[src/verilog/jfp_pkg.sv]
package jfp_pkg;
   // instruction codes
   localparam logic [3:0]  INSTR_TARGET_RESET  = 4'hC;
   localparam logic [3:0]  INSTR_UNLOCK        = 4'h4;
   localparam logic [3:0]  INSTR_COMMAND       = 4'h5;
   localparam logic [3:0]  INSTR_PAGE_FILL     = 4'h6;
   localparam logic [3:0]  INSTR_PAGE_FETCH    = 4'h7;
   localparam logic [3:0]  INSTR_BYPASS        = 4'hF;
   localparam logic [3:0]  IR_RESET_VAL        = 4'hF;
   localparam logic [3:0]  IR_CAPTURE_VAL      = 4'h1;
   // register widths and values
   localparam int          IR_W                = 4;
   localparam int          UNLOCK_W            = 16;
   localparam int          CMD_W               = 15;
   localparam int          BYTE_W              = 8;
   localparam logic [15:0] UNLOCK_SIGNATURE    = 16'hA370;
   localparam logic [15:0] UNLOCK_RESET_VAL    = 16'h0000;
   localparam logic [14:0] CMD_RESET_VAL       = 15'h0000;
   localparam logic [7:0]  BYTE_RESET_VAL      = 8'h00;
   // timing
   localparam int          REF_CLK_PERIOD_PS   = 5000;
   localparam int          PAGE_WRITE_TCK      = 11;
   localparam int          DISABLE_CLR_CLKS    = 2;
   localparam int          TIMEOUT_SHORT_CYC   = 64;
   localparam int          TIMEOUT_LONG_CYC    = 4096;
   localparam int          FIFO_DEPTH          = 32;

   typedef enum logic [3:0] {
      TS_RESET, TS_IDLE,
      TS_SEL_DR, TS_CAP_DR, TS_SH_DR, TS_EX1_DR, TS_PAU_DR, TS_EX2_DR,
      TS_UPD_DR,
      TS_SEL_IR, TS_CAP_IR, TS_SH_IR, TS_EX1_IR, TS_PAU_IR, TS_EX2_IR,
      TS_UPD_IR
   } jfp_tap_t;
endpackage : jfp_pkg

[src/verilog/jfp_prog_port.sv]
`timescale 1ns/1ps
// Summary of operation
// programming needs only the four test pins
// port usable when fuse set, disable cleared
// external reset low clears disable bit
// programmer keeps test clock below chip maximum
// all shift registers move LSB first
// instruction register is four bits wide
// code C selects target reset, TAP untouched
// target reset unlatched, active while one
// reset stretched by fuse-selected time-out
// programmer resets part before programming
// code 4 selects 16-bit unlock register
// unlock match at update enters programming
// unlock register cleared at power-on reset
// code 5 command register captures result
// shift out result, update applies command
// one execute pulse per idle test clock
// code 6 byte register, command low bits
// page-fill byte buffered, written within 11; code waits on page_wr_ready with no limit
// page-fill alternates low then high byte
// address pre-increments before later low bytes
// code 7 captures flash bytes low first
// address post-increments after each high byte
// failed unlock blocks programming instructions

////////////////////////////////////////////////////////////////////////////
module jfp_fifo #(
   parameter int WIDTH = 8,
   parameter int DEPTH = 32
) (
   // clock and reset
   input  wire logic             ref_clk,
   input  wire logic             rst_b,
   // fill side
   input  wire logic             in_valid,
   output logic                  in_ready,
   input  wire logic [WIDTH-1:0] in_data,
   // drain side
   output logic                  out_valid,
   input  wire logic             out_ready,
   output logic      [WIDTH-1:0] out_data
);
   localparam int AW = $clog2(DEPTH);
   logic [WIDTH-1:0] mem [DEPTH];
   logic [AW:0]      wr_ptr_r;
   logic [AW:0]      rd_ptr_r;
   wire              push;
   wire              pop;

   assign in_ready  = (wr_ptr_r - rd_ptr_r) != (AW+1)'(DEPTH);
   assign out_valid = wr_ptr_r != rd_ptr_r;
   assign push      = in_valid && in_ready;
   assign pop       = out_valid && out_ready;
   assign out_data  = mem[rd_ptr_r[AW-1:0]];

   always_ff @(posedge ref_clk) begin
      if (push) begin
         mem[wr_ptr_r[AW-1:0]] <= in_data;
      end
   end

   always_ff @(posedge ref_clk or negedge rst_b) begin
      if (!rst_b) begin
         wr_ptr_r <= '0;
         rd_ptr_r <= '0;
      end else begin
         wr_ptr_r <= wr_ptr_r + (AW+1)'(push);
         rd_ptr_r <= rd_ptr_r + (AW+1)'(pop);
      end
   end
endmodule : jfp_fifo

////////////////////////////////////////////////////////////////////////////
module jfp_prog_port import jfp_pkg::*; #(
   parameter int ADDR_W      = 16,
   parameter int TO_SHORT    = TIMEOUT_SHORT_CYC,
   parameter int TO_LONG     = TIMEOUT_LONG_CYC,
   parameter int FILL_DEPTH  = FIFO_DEPTH
) (
   // clock and reset
   input  wire logic              ref_clk,
   input  wire logic              rst_b,
   // test pins
   input  wire logic              tck,
   input  wire logic              tms,
   input  wire logic              tdi,
   output logic                   tdo,
   output logic                   tdo_oe,
   // enables and reset
   input  wire logic              test_port_enable_fuse,
   input  wire logic              ext_reset_b,
   input  wire logic              disable_wr,
   input  wire logic              disable_wr_val,
   output logic                   test_port_disable_bit,
   input  wire logic              timeout_long_fuse,
   output logic                   target_reset,
   output logic                   prog_mode,
   // flash command path
   output logic      [CMD_W-1:0]  flash_cmd,
   output logic                   flash_cmd_exec,
   input  wire logic [CMD_W-1:0]  flash_result,
   // address counter and page read
   input  wire logic              addr_load,
   input  wire logic [ADDR_W-1:0] addr_load_val,
   output logic      [ADDR_W-1:0] word_addr,
   input  wire logic [15:0]       flash_word,
   // page buffer write stream
   output logic                   page_wr_valid,
   input  wire logic              page_wr_ready,
   output logic      [ADDR_W-1:0] page_wr_addr,
   output logic                   page_wr_high,
   output logic      [7:0]        page_wr_data
);
   localparam int EW = ADDR_W + 1 + BYTE_W;

   // pin synchronisers: stage one feeds stage two only
   logic [3:0] sync1_r;
   logic [3:0] sync2_r;
   logic       tck_prev_r;
   always_ff @(posedge ref_clk or negedge rst_b) begin
      if (!rst_b) begin
         sync1_r    <= 4'h8;
         sync2_r    <= 4'h8;
         tck_prev_r <= 1'b0;
      end else begin
         sync1_r    <= {ext_reset_b, tdi, tms, tck};
         sync2_r    <= sync1_r;
         tck_prev_r <= sync2_r[0];
      end
   end
   wire tck_s     = sync2_r[0];
   wire tms_s     = sync2_r[1];
   wire tdi_s     = sync2_r[2];
   wire ext_rst_s = sync2_r[3];
   wire tck_rise  = tck_s && !tck_prev_r;
   wire tck_fall  = !tck_s && tck_prev_r;

   ////////////////////////////////////////////////////////////////////////
   // port enable and disable bit
   logic disable_r;
   always_ff @(posedge ref_clk or negedge rst_b) begin
      if (!rst_b) begin
         disable_r <= 1'b0;
      end else if (!ext_rst_s) begin
         disable_r <= 1'b0;
      end else if (disable_wr) begin
         disable_r <= disable_wr_val;
      end
   end
   assign test_port_disable_bit = disable_r;
   wire port_en = test_port_enable_fuse && !disable_r;

   ////////////////////////////////////////////////////////////////////////
   // TAP controller, advanced on each sampled rising test clock
   jfp_tap_t tap_r;
   jfp_tap_t tap_nxt;
   always_comb begin
      case (tap_r)
         TS_RESET:  tap_nxt = tms_s ? TS_RESET  : TS_IDLE;
         TS_IDLE:   tap_nxt = tms_s ? TS_SEL_DR : TS_IDLE;
         TS_SEL_DR: tap_nxt = tms_s ? TS_SEL_IR : TS_CAP_DR;
         TS_CAP_DR: tap_nxt = tms_s ? TS_EX1_DR : TS_SH_DR;
         TS_SH_DR:  tap_nxt = tms_s ? TS_EX1_DR : TS_SH_DR;
         TS_EX1_DR: tap_nxt = tms_s ? TS_UPD_DR : TS_PAU_DR;
         TS_PAU_DR: tap_nxt = tms_s ? TS_EX2_DR : TS_PAU_DR;
         TS_EX2_DR: tap_nxt = tms_s ? TS_UPD_DR : TS_SH_DR;
         TS_UPD_DR: tap_nxt = tms_s ? TS_SEL_DR : TS_IDLE;
         TS_SEL_IR: tap_nxt = tms_s ? TS_RESET  : TS_CAP_IR;
         TS_CAP_IR: tap_nxt = tms_s ? TS_EX1_IR : TS_SH_IR;
         TS_SH_IR:  tap_nxt = tms_s ? TS_EX1_IR : TS_SH_IR;
         TS_EX1_IR: tap_nxt = tms_s ? TS_UPD_IR : TS_PAU_IR;
         TS_PAU_IR: tap_nxt = tms_s ? TS_EX2_IR : TS_PAU_IR;
         TS_EX2_IR: tap_nxt = tms_s ? TS_UPD_IR : TS_SH_IR;
         TS_UPD_IR: tap_nxt = tms_s ? TS_SEL_DR : TS_IDLE;
         default:   tap_nxt = TS_RESET;
      endcase
   end

   // a disabled port holds the controller in reset
   always_ff @(posedge ref_clk or negedge rst_b) begin
      if (!rst_b) begin
         tap_r <= TS_RESET;
      end else if (!port_en) begin
         tap_r <= TS_RESET;
      end else if (tck_rise) begin
         tap_r <= tap_nxt;
      end
   end

   wire step    = port_en && tck_rise;
   wire cap_dr  = step && tap_r == TS_CAP_DR;
   wire sh_dr   = step && tap_r == TS_SH_DR;
   wire upd_dr  = step && tap_r == TS_UPD_DR;
   wire sh_ir   = step && tap_r == TS_SH_IR;
   wire upd_ir  = step && tap_r == TS_UPD_IR;
   wire shift_st = tap_r == TS_SH_DR || tap_r == TS_SH_IR;

   ////////////////////////////////////////////////////////////////////////
   // instruction register
   logic [IR_W-1:0] ir_sh_r;
   logic [IR_W-1:0] ir_r;
   logic            prog_mode_r;
   always_ff @(posedge ref_clk or negedge rst_b) begin
      if (!rst_b) begin
         ir_sh_r <= IR_RESET_VAL;
         ir_r    <= IR_RESET_VAL;
      end else if (tap_r == TS_RESET) begin
         ir_r    <= IR_RESET_VAL;
      end else if (step && tap_r == TS_CAP_IR) begin
         ir_sh_r <= IR_CAPTURE_VAL;
      end else if (sh_ir) begin
         ir_sh_r <= {tdi_s, ir_sh_r[IR_W-1:1]};
      end else if (upd_ir) begin
         ir_r    <= ir_sh_r;
      end
   end

   wire sel_rst   = ir_r == INSTR_TARGET_RESET;
   wire sel_unl   = ir_r == INSTR_UNLOCK;
   wire sel_cmd   = ir_r == INSTR_COMMAND && prog_mode_r;
   wire sel_fill  = ir_r == INSTR_PAGE_FILL && prog_mode_r;
   wire sel_fetch = ir_r == INSTR_PAGE_FETCH && prog_mode_r;

   ////////////////////////////////////////////////////////////////////////
   // data registers
   logic              rst_bit_r;
   logic              bypass_r;
   logic [UNLOCK_W-1:0] unlock_r;
   logic [CMD_W-1:0]  cmd_sh_r;
   logic [CMD_W-1:0]  cmd_r;
   logic [ADDR_W-1:0] addr_r;
   logic              fill_high_r;
   logic              fill_first_r;
   logic              fetch_high_r;

   wire unlock_ok = unlock_r == UNLOCK_SIGNATURE;
   wire [7:0] fetch_byte = fetch_high_r ? flash_word[15:8]
                                        : flash_word[7:0];

   always_ff @(posedge ref_clk or negedge rst_b) begin
      if (!rst_b) begin
         rst_bit_r   <= 1'b0;
         bypass_r    <= 1'b0;
         unlock_r    <= UNLOCK_RESET_VAL;
         prog_mode_r <= 1'b0;
      end else begin
         if (sh_dr && sel_rst) begin
            rst_bit_r <= tdi_s;
         end
         if (sh_dr) begin
            bypass_r <= tdi_s;
         end
         if (sh_dr && sel_unl) begin
            unlock_r <= {tdi_s, unlock_r[UNLOCK_W-1:1]};
         end
         if (upd_dr && sel_unl) begin
            prog_mode_r <= unlock_ok;
         end
      end
   end

   // command register; the byte register is its low eight bits
   always_ff @(posedge ref_clk or negedge rst_b) begin
      if (!rst_b) begin
         cmd_sh_r <= CMD_RESET_VAL;
         cmd_r    <= CMD_RESET_VAL;
      end else if (cap_dr && sel_cmd) begin
         cmd_sh_r <= flash_result;
      end else if (cap_dr && sel_fetch) begin
         cmd_sh_r[BYTE_W-1:0] <= fetch_byte;
      end else if (sh_dr && sel_cmd) begin
         cmd_sh_r <= {tdi_s, cmd_sh_r[CMD_W-1:1]};
      end else if (sh_dr && (sel_fill || sel_fetch)) begin
         cmd_sh_r[BYTE_W-1:0] <= {tdi_s, cmd_sh_r[BYTE_W-1:1]};
      end else if (upd_dr && sel_cmd) begin
         cmd_r <= cmd_sh_r;
      end
   end
   assign flash_cmd = cmd_r;

   // one execute pulse per rising test clock spent in idle while the command instruction is selected in programming mode
   logic exec_r;
   always_ff @(posedge ref_clk or negedge rst_b) begin
      if (!rst_b) begin
         exec_r <= 1'b0;
      end else begin
         exec_r <= step && tap_r == TS_IDLE && sel_cmd;
      end
   end
   assign flash_cmd_exec = exec_r;

   ////////////////////////////////////////////////////////////////////////
   // word address counter, byte alternation and page buffer entry
   wire enter_instr = upd_ir;
   wire fill_upd    = upd_dr && sel_fill;
   wire fetch_cap   = cap_dr && sel_fetch;
   wire fill_inc    = fill_upd && !fill_high_r && !fill_first_r;
   wire fetch_inc   = fetch_cap && fetch_high_r;
   wire [ADDR_W-1:0] fill_addr = fill_inc ? addr_r + ADDR_W'(1) : addr_r;

   always_ff @(posedge ref_clk or negedge rst_b) begin
      if (!rst_b) begin
         addr_r       <= '0;
         fill_high_r  <= 1'b0;
         fill_first_r <= 1'b1;
         fetch_high_r <= 1'b0;
      end else begin
         if (addr_load) begin
            addr_r <= addr_load_val;
         end else if (fill_inc || fetch_inc) begin
            addr_r <= addr_r + ADDR_W'(1);
         end
         if (enter_instr) begin
            fill_high_r  <= 1'b0;
            fill_first_r <= 1'b1;
            fetch_high_r <= 1'b0;
         end else begin
            if (fill_upd) begin
               fill_high_r  <= !fill_high_r;
               fill_first_r <= 1'b0;
            end
            if (fetch_cap) begin
               fetch_high_r <= !fetch_high_r;
            end
         end
      end
   end
   assign word_addr = addr_r;

   // temporary register; waits here while the buffer is full
   logic [EW-1:0] temp_r;
   logic          temp_vld_r;
   logic          fifo_ready;
   logic [EW-1:0] fifo_out;
   always_ff @(posedge ref_clk or negedge rst_b) begin
      if (!rst_b) begin
         temp_r     <= '0;
         temp_vld_r <= 1'b0;
      end else if (fill_upd) begin
         temp_r     <= {fill_addr, fill_high_r,
                        cmd_sh_r[BYTE_W-1:0]};
         temp_vld_r <= 1'b1;
      end else if (fifo_ready) begin
         temp_vld_r <= 1'b0;
      end
   end

   // the page buffer drains at its own pace; entries land well inside
   // the write window while the sink keeps up with the test clock
   jfp_fifo #(
      .WIDTH (EW),
      .DEPTH (FILL_DEPTH)
   ) u_fill_fifo (
      .ref_clk   (ref_clk),
      .rst_b     (rst_b),
      .in_valid  (temp_vld_r),
      .in_ready  (fifo_ready),
      .in_data   (temp_r),
      .out_valid (page_wr_valid),
      .out_ready (page_wr_ready),
      .out_data  (fifo_out)
   );
   assign page_wr_data = fifo_out[BYTE_W-1:0];
   assign page_wr_high = fifo_out[BYTE_W];
   assign page_wr_addr = fifo_out[EW-1:BYTE_W+1];

   ////////////////////////////////////////////////////////////////////////
   // target reset, live from the bit and stretched by the time-out
   logic [12:0] tout_r;
   wire  [12:0] tout_len = timeout_long_fuse ? 13'(TO_LONG)
                                             : 13'(TO_SHORT);
   always_ff @(posedge ref_clk or negedge rst_b) begin
      if (!rst_b) begin
         tout_r <= '0;
      end else if (rst_bit_r && sel_rst) begin
         tout_r <= tout_len;
      end else if (tout_r != 13'h0000) begin
         tout_r <= tout_r - 13'h0001;
      end
   end
   // combinational on purpose: reset takes effect at once
   assign target_reset = (rst_bit_r && sel_rst) || tout_r != 13'h0000;
   assign prog_mode    = prog_mode_r;

   ////////////////////////////////////////////////////////////////////////
   // test data out changes on the falling test clock
   wire tdo_bit = tap_r == TS_SH_IR ? ir_sh_r[0]
                : sel_rst           ? rst_bit_r
                : sel_unl           ? unlock_r[0]
                : (sel_cmd || sel_fill || sel_fetch) ? cmd_sh_r[0]
                : bypass_r;
   logic tdo_r;
   logic tdo_oe_r;
   always_ff @(posedge ref_clk or negedge rst_b) begin
      if (!rst_b) begin
         tdo_r    <= 1'b0;
         tdo_oe_r <= 1'b0;
      end else if (!port_en) begin
         tdo_oe_r <= 1'b0;
      end else if (tck_fall) begin
         tdo_r    <= tdo_bit;
         tdo_oe_r <= shift_st;
      end
   end
   assign tdo    = tdo_r;
   assign tdo_oe = tdo_oe_r;
endmodule : jfp_prog_port

[config.mk]
export PLATFORM = sky130hd
export DESIGN_NAME = jfp_prog_port
export DESIGN_NICKNAME = d
export VERILOG_FILES = /design/src/verilog/jfp_pkg.sv /design/src/verilog/jfp_prog_port.sv
export SDC_FILE = /design/constraint.sdc
export NUM_CORES = 1
export LEC_CHECK = 0
export ABC_AREA = 1
export BUFFER_PORTS_ARGS = -buffer_cell sky130_fd_sc_hd__buf_2
export CAP_MARGIN = 20
export CORE_ASPECT_RATIO = 1.1
export CORE_MARGIN = 10
export CORE_UTILIZATION = 40
export CTS_BUF_LIST = sky130_fd_sc_hd__clkbuf_8
export DETAILED_ROUTE_END_ITERATION = 8
export GPL_TIMING_DRIVEN = 0
export HOLD_SLACK_MARGIN = 0.05
export SLEW_MARGIN = 5
export SYNTH_ARGS = -nofsm -noshare
export SYNTH_HDL_FRONTEND = slang
export SYNTH_SLANG_ARGS = --single-unit
export TNS_END_PERCENT = 5
[constraint.sdc]
create_clock -name ref_clk -period 6.6 [get_ports ref_clk]
set_input_delay 1.32 -clock ref_clk [delete_from_list [all_inputs] [get_ports ref_clk]]
set_output_delay 1.32 -clock ref_clk [all_outputs]
set_load 0.05 [all_outputs]
# Yosys cells after proc, flatten, opt, wreduce, memory -nomap -nowiden
# Memories as Yosys holds them, arrays and structs flattened.
# Index checks and enable logic that the tools add are counted.
[totals] regBits=144 ram_bits=800 in_bits=59 out_inout_bits=63 memories=1
[op_classes] n_addsub=5 eq_ne=29 n_mux=52 bitwise_logic=5 n_reduce_logical=61
[memory_table] memory="u_fill_fifo.mem" words=32 width=25 read_ports=1 rd_ports_with_merged_regs=0 write_ports=1 line_no="jfp_prog_port.sv:45" source="logic [WIDTH-1:0] mem [DEPTH];"
[ops] op="two-way mux 16 bit" n=3
[ops] op="two-way mux 4 bit" n=12
[ops] op="case mux 4 bit (12 select lines)" n=1
[ops] op="two-way mux 13 bit" n=3
[ops] op="== test 4 bit (second input constant)" n=9
[ops] op="== test 4 x 3 -> 1 bit (second input constant)" n=8
[ops] op="two-way mux 8 bit" n=4
[ops] op="logical AND 1 bit" n=30
[ops] op="two-way mux 1 bit" n=21
[ops] op="adder 16 x 1 -> 16 bit (second input constant)" n=1
[ops] op="== test 16 bit (second input constant)" n=1
[ops] op="nonzero test 2 bit" n=8
[ops] op="two-way mux 15 bit" n=1
[ops] op="two-way mux 7 bit" n=2
[ops] op="nonzero test 13 bit" n=1
[ops] op="subtractor 13 x 1 -> 13 bit (second input constant)" n=1
[ops] op="adder 6 x 1 -> 6 bit" n=2
[ops] op="== test 4 x 2 -> 1 bit (second input constant)" n=2
[ops] op="!= test 2 bit (second input constant)" n=4
[ops] op="zero test 1 bit" n=6
[ops] op="logical OR 1 bit" n=6
[ops] op="two-way mux 2 bit" n=3
[ops] op="two-way mux 3 bit" n=2
[ops] op="!= test 6 bit" n=1
[ops] op="12 further kinds" n=20

# Longest topological paths before layout
[depth] word_depth=10 mapped_depth=18

# Hierarchy
# A second synthesis with hierarchy kept.
[hier_totals] hier_cells=3569 area_unflattened_um2=39745.6
[modules_own_cells] module="jfp_fifo" n_inst=1 cells_per_inst=2691 area_per_inst_um2=32915.3 seq_area_each_um2=24323.3
[modules_own_cells] module="jfp_prog_port" n_inst=1 cells_per_inst=878 area_per_inst_um2=6830.3 seq_area_each_um2=3316.9

# Worst setup path after synthesis
# Ideal clock, no wire load.
[synth_timing] path_type="reg2reg" start="register u_fill_fifo.rd_ptr_r[2]" end="memory u_fill_fifo.mem[12][0] in the netlist's numbering (enable)" setup_time_ns=0.407 t_arrival_ns=3.109 path_slack_ns=3.084 path_stages_with_launch=15 period_less_slack_ns=3.516 path_cell_list="dfrtp_1 -> buf_2 -> clkinv_1 -> clkbuf_1 -> ha_1 -> a21oi_1 -> nand2_1 -> nand2_1 -> nand2_1 -> nand2_1 -> nand2_1 -> nand3_1 -> nand2_1 -> buf_2 -> nor2_1"
[synth_between] elab_chain_cells=5
[synth_lines] item="start: declaration" line_no="jfp_prog_port.sv:47" source="logic [AW:0] rd_ptr_r;"
[synth_lines] item="start signal: assignment" line_no="jfp_prog_port.sv:69" source="rd_ptr_r <= rd_ptr_r + (AW+1)'(pop);"
[synth_lines] item="subtractor 6 bit" line_no="jfp_prog_port.sv:51" source="assign in_ready = (wr_ptr_r - rd_ptr_r) != (AW+1)'(DEPTH);"
[synth_lines] item="!= test 6 bit" line_no="jfp_prog_port.sv:51"
[synth_lines] item="logical AND 1 bit" line_no="jfp_prog_port.sv:53" source="assign push = in_valid && in_ready;"
[synth_lines] item="two-way mux 1 bit" line_no="jfp_prog_port.sv:58" source="if (push) begin"
[synth_lines] item="two-way mux 1 bit (implied by the code)" line_no="jfp_prog_port.sv:59" source="mem[wr_ptr_r[AW-1:0]] <= in_data;"
[synth_lines] item="end: declaration" line_no="jfp_prog_port.sv:45"
# Every way passes these cells.

# Worst setup path in the final report
[layout_timing] start="register u_fill_fifo.rd_ptr_r[1]" end="output page_wr_addr[14]"
[layout_between] elab_chain_cells=1
[layout_lines] item="memory read (32 x 25 bit)"
[layout_lines] item="end: declaration" line_no="jfp_prog_port.sv:111" source="output logic [ADDR_W-1:0] page_wr_addr,"
# Every way passes these cells.

==> results.cfg <==
[power_and_ir_drop]
ir_drop_worst_case_vdd_mv = 0.618
power_per_unit_of_standard_cell_area_nw_per_um2 = 379
leakagePower_nw = 15.3

[timing]
period_minus_slack_ns = 5.44
min_period_over_period_pct = 82.5
final_max_slew_viols = 0
fmaxAchievable_mhz = 184
finalSetupTns_ns = 0
worst_tran_pin_value_ns = 1.05
unrepaired_setup_endpoints_after_global_routing = no
setup-violations-final = 0
clock_skew_ns = 0.0475
relSlewSlack_pct = 30.3
final-hold-violation-count = 0

[finish]
drive_above_1_share_pct = 13.6
area.growth.synth_to_final_pct = 15.6
area.sequential_um2 = 27700
fillCellCount = 8869
layout.nets = 3933
final_cell_area_um2 = 45600
multi_input_area_um2 = 10600

[synthesis]
yosysWarnings = 0
synthDistinctLibCells = 42
post-synth-top-count-cell = edfxtp_1
syn-cell-area_um2 = 39400
netlist.top_cell.by_area = edfxtp_1
synth_edf_count = 800
syn-num-nets = 3620
synthesis.instances = 3550
synth.yosys.seq_area_share_pct = 70.2
postSynth.topFlopCell = edfxtp_1
synth.top_cells.by_area = edfxtp_1, dfrtp_1, nor2_1, nand2_1, o21ai_0
synth.cells.most_frequent = edfxtp_1, nor2_1, nand2_1
async_reset_ff_share_pct = 15.3
avgSynthCellArea_um2 = 11.1
synth.top_cell.area_share_pct = 61.0
synth_seq_cells = 944

[clock_network]
clock_tree.buffer_depth = 3
post_cts_resized = 0
cts_post_setup_buffers_inserted = 0
clkSinkCount = 944
cts_buffers = 150
clk_pin_slew_ns = 0.07
htree_num_levels = 4
tritoncts_clock_tree = done
holdBufCountCts = 0
cts_root_buffer = clkbuf_8
clkLatencyLatePin_ns = 0.83

[hold_path]
timing.hold.worst.class = flip-flop to flip-flop

[placement]
post-dp-hpwl_mm = 81.0
globalplace.congestion = 0.912
port_buffers = 121
placed_cell_area_um2 = 42800

[worst_setup_path]
critPathLaunchType = flip-flop
critical_register_to_register_path_startpoint = u_fill_fifo.rd_ptr_r[1]
r2r-end = u_fill_fifo.mem[30][13]
critPathMaxFanout = 10
path_class = flip-flop to output pin
worstRegToRegCells = 14
endpoint = page_wr_addr[14]
r2r_setup_slack_ns = 2.04
timing.critical_path.from = u_fill_fifo.rd_ptr_r[1]
worst-endpoint-arrival_ns = 4.12
cp_data_required_time_ns = 5.28
crit_path_end_kind = output pin

[global_route]
maximum_number_of_pins_on_one_net_before_global_route_repair = 85
gr-usage-all-layers_pct = 21.0
antenna_found_initial = 5
grt_pass1_vias = 27702
grt-ovfl-total = 0
wire_length_of_the_first_global_routing_pass_mm = 175

[die]
floorplan.initialDensity_pct = 40.4
fp.dieW_um = 319
floorplan.core_area_um2 = 97600
core.rowCount = 120
top_level_ports = 122
die_outline_area_um2 = 111000
die_h_um = 349

[run]
drv.max_cap_violation_count = 0

[run_status]
status = finished, final reports clean

[detailed_routing]
antenna_left = 0
num_vias = 28320
drt_pass1_iterations = 5
drt-wirelength-per-cell_um = 22.9
post_detailed_route_via_to_cell_ratio = 5.39
post_detailed_route_drc_marker_count = 0
postRouteWirelength_mm = 120
drt_first_iter_violations = 2893
## worst min path at each step
stage,startpoint,to,slack [ns],cells past startpoint
after floorplan,sync1_r[0],sync2_r[0],0.33,0
after global placement,sync1_r[1],sync2_r[1],0.34,0
after detailed placement,sync1_r[0],sync2_r[0],0.34,0
after CTS,sync1_r[2],sync2_r[2],0.36,0
after global routing,sync1_r[0],sync2_r[0],0.36,0
final,sync1_r[0],sync2_r[0],0.35,0
## worst max-delay path, stage by stage (launching register included)
cell and delay, ns:
dfrtp_1 0.61, clkbuf_1 0.73, clkbuf_1 0.54, o21ai_0 0.20, o211ai_1 0.44, nand3_1 0.15
nand2_1 0.11, nand2_1 0.13, inv_1 0.10, buf_2 0.27
## logic make-up (layout without fill, tap and decap cells)
logic type | after synthesis | count (layout) | synth area share, %
adder cells (fa/ha/maj) | 11 | 11 | 0.349
AND/OR/NAND/NOR | 1597 | 1597 | 16.6
AO/OA/AOI/OAI | 620 | 620 | 8.61
buffers and inverters | 349 | 773 | 3.62
XOR/XNOR | 24 | 24 | 0.534
flip-flops | 944 | 944 | 70.2
other | 0 | 2 | 0
multiplexers | 5 | 5 | 0.143
## placed cells by master, fill, tap and decap left out, types with 11 or more instances in the layout
cell type | synthesis | routed
clkbuf_1 | 85 | 85
o211ai_1 | 103 | 103
a21oi_1 | 72 | 72
dfrtp_2 | 0 | 17
dfstp_2 | 11 | 11
nor2_4 | 4 | 36
xor2_1 | 22 | 22
nor3_1 | 25 | 25
buf_1 | 26 | 26
inv_1 | 153 | 203
clkbuf_8 | 0 | 163
nand2_1 | 622 | 622
buf_16 | 0 | 17
nor2_1 | 658 | 626
nand3_1 | 226 | 226
edfxtp_1 | 800 | 800
buf_2 | 71 | 191
o21ai_1 | 26 | 26
o21ai_0 | 403 | 403
buf_12 | 0 | 19
ha_1 | 11 | 11
dfrtp_1 | 133 | 116
or2_2 | 25 | 25
nand4_1 | 12 | 12
clkinv_1 | 3 | 28
## report_power, final
| part | switching (W) | internal [W] | total [W] |
|---|---|---|---|
| sequential | 0.0000535 | 0.00642 | 0.00648 |
| combinational | 0.00469 | 0.00138 | 0.00608 |
| clock | 0.00235 | 0.00236 | 0.00471 |
## through the flow
stage	setup WS [ns]	total power, W	utilization, %	instances	hold slack, ns
finish	1.16	0.0173	46.7	5257	0.352
global route	1.02	0.0180	46.7	5257	0.360
CTS	1.21	0.0173	46.7	5255	0.356
detailed placement	2.12	0.0126	43.8	4992	0.339
global placement	0.929	0.0126	42.6	4952	0.338
floorplan	3.08	0.0102	-	3550	0.331
## cell type report
type / instances / share of cell area [%]
antenna: 2 / 0.0110
timing repair buffer: 161 / 3.34
buffer: 187 / 1.79
multi-input combinational: 2257 / 23.2
clock inverter: 100 / 1.16
tap: 1281 / 3.52
clock buffer: 163 / 4.92
inverter: 162 / 1.33
sequential: 944 / 60.7
## registers in the layout, summed over array words and instances (netlist names), 4 cells and up
register,flops
u_fill_fifo.mem,800
temp_r,25
unlock_r,16
word_addr,16
cmd_sh_r,15
flash_cmd,15
tout_r,13
u_fill_fifo.rd_ptr_r,6
u_fill_fifo.wr_ptr_r,6
ir_r,4
ir_sh_r,4
sync1_r,4
sync2_r,4
tap_r,4
## routing by layer
metal | vias to the layer above | wire length [um] | global-route usage [%]
li1 | 12964 | - | -
met1 | 13760 | 47400 | 26.1
met2 | 1326 | 58000 | 35.3
met3 | 268 | 9370 | 3.97
met4 | 2 | 5390 | 9.75
met5 | - | 11 | 0
Power figures use the tool's default switching activity.
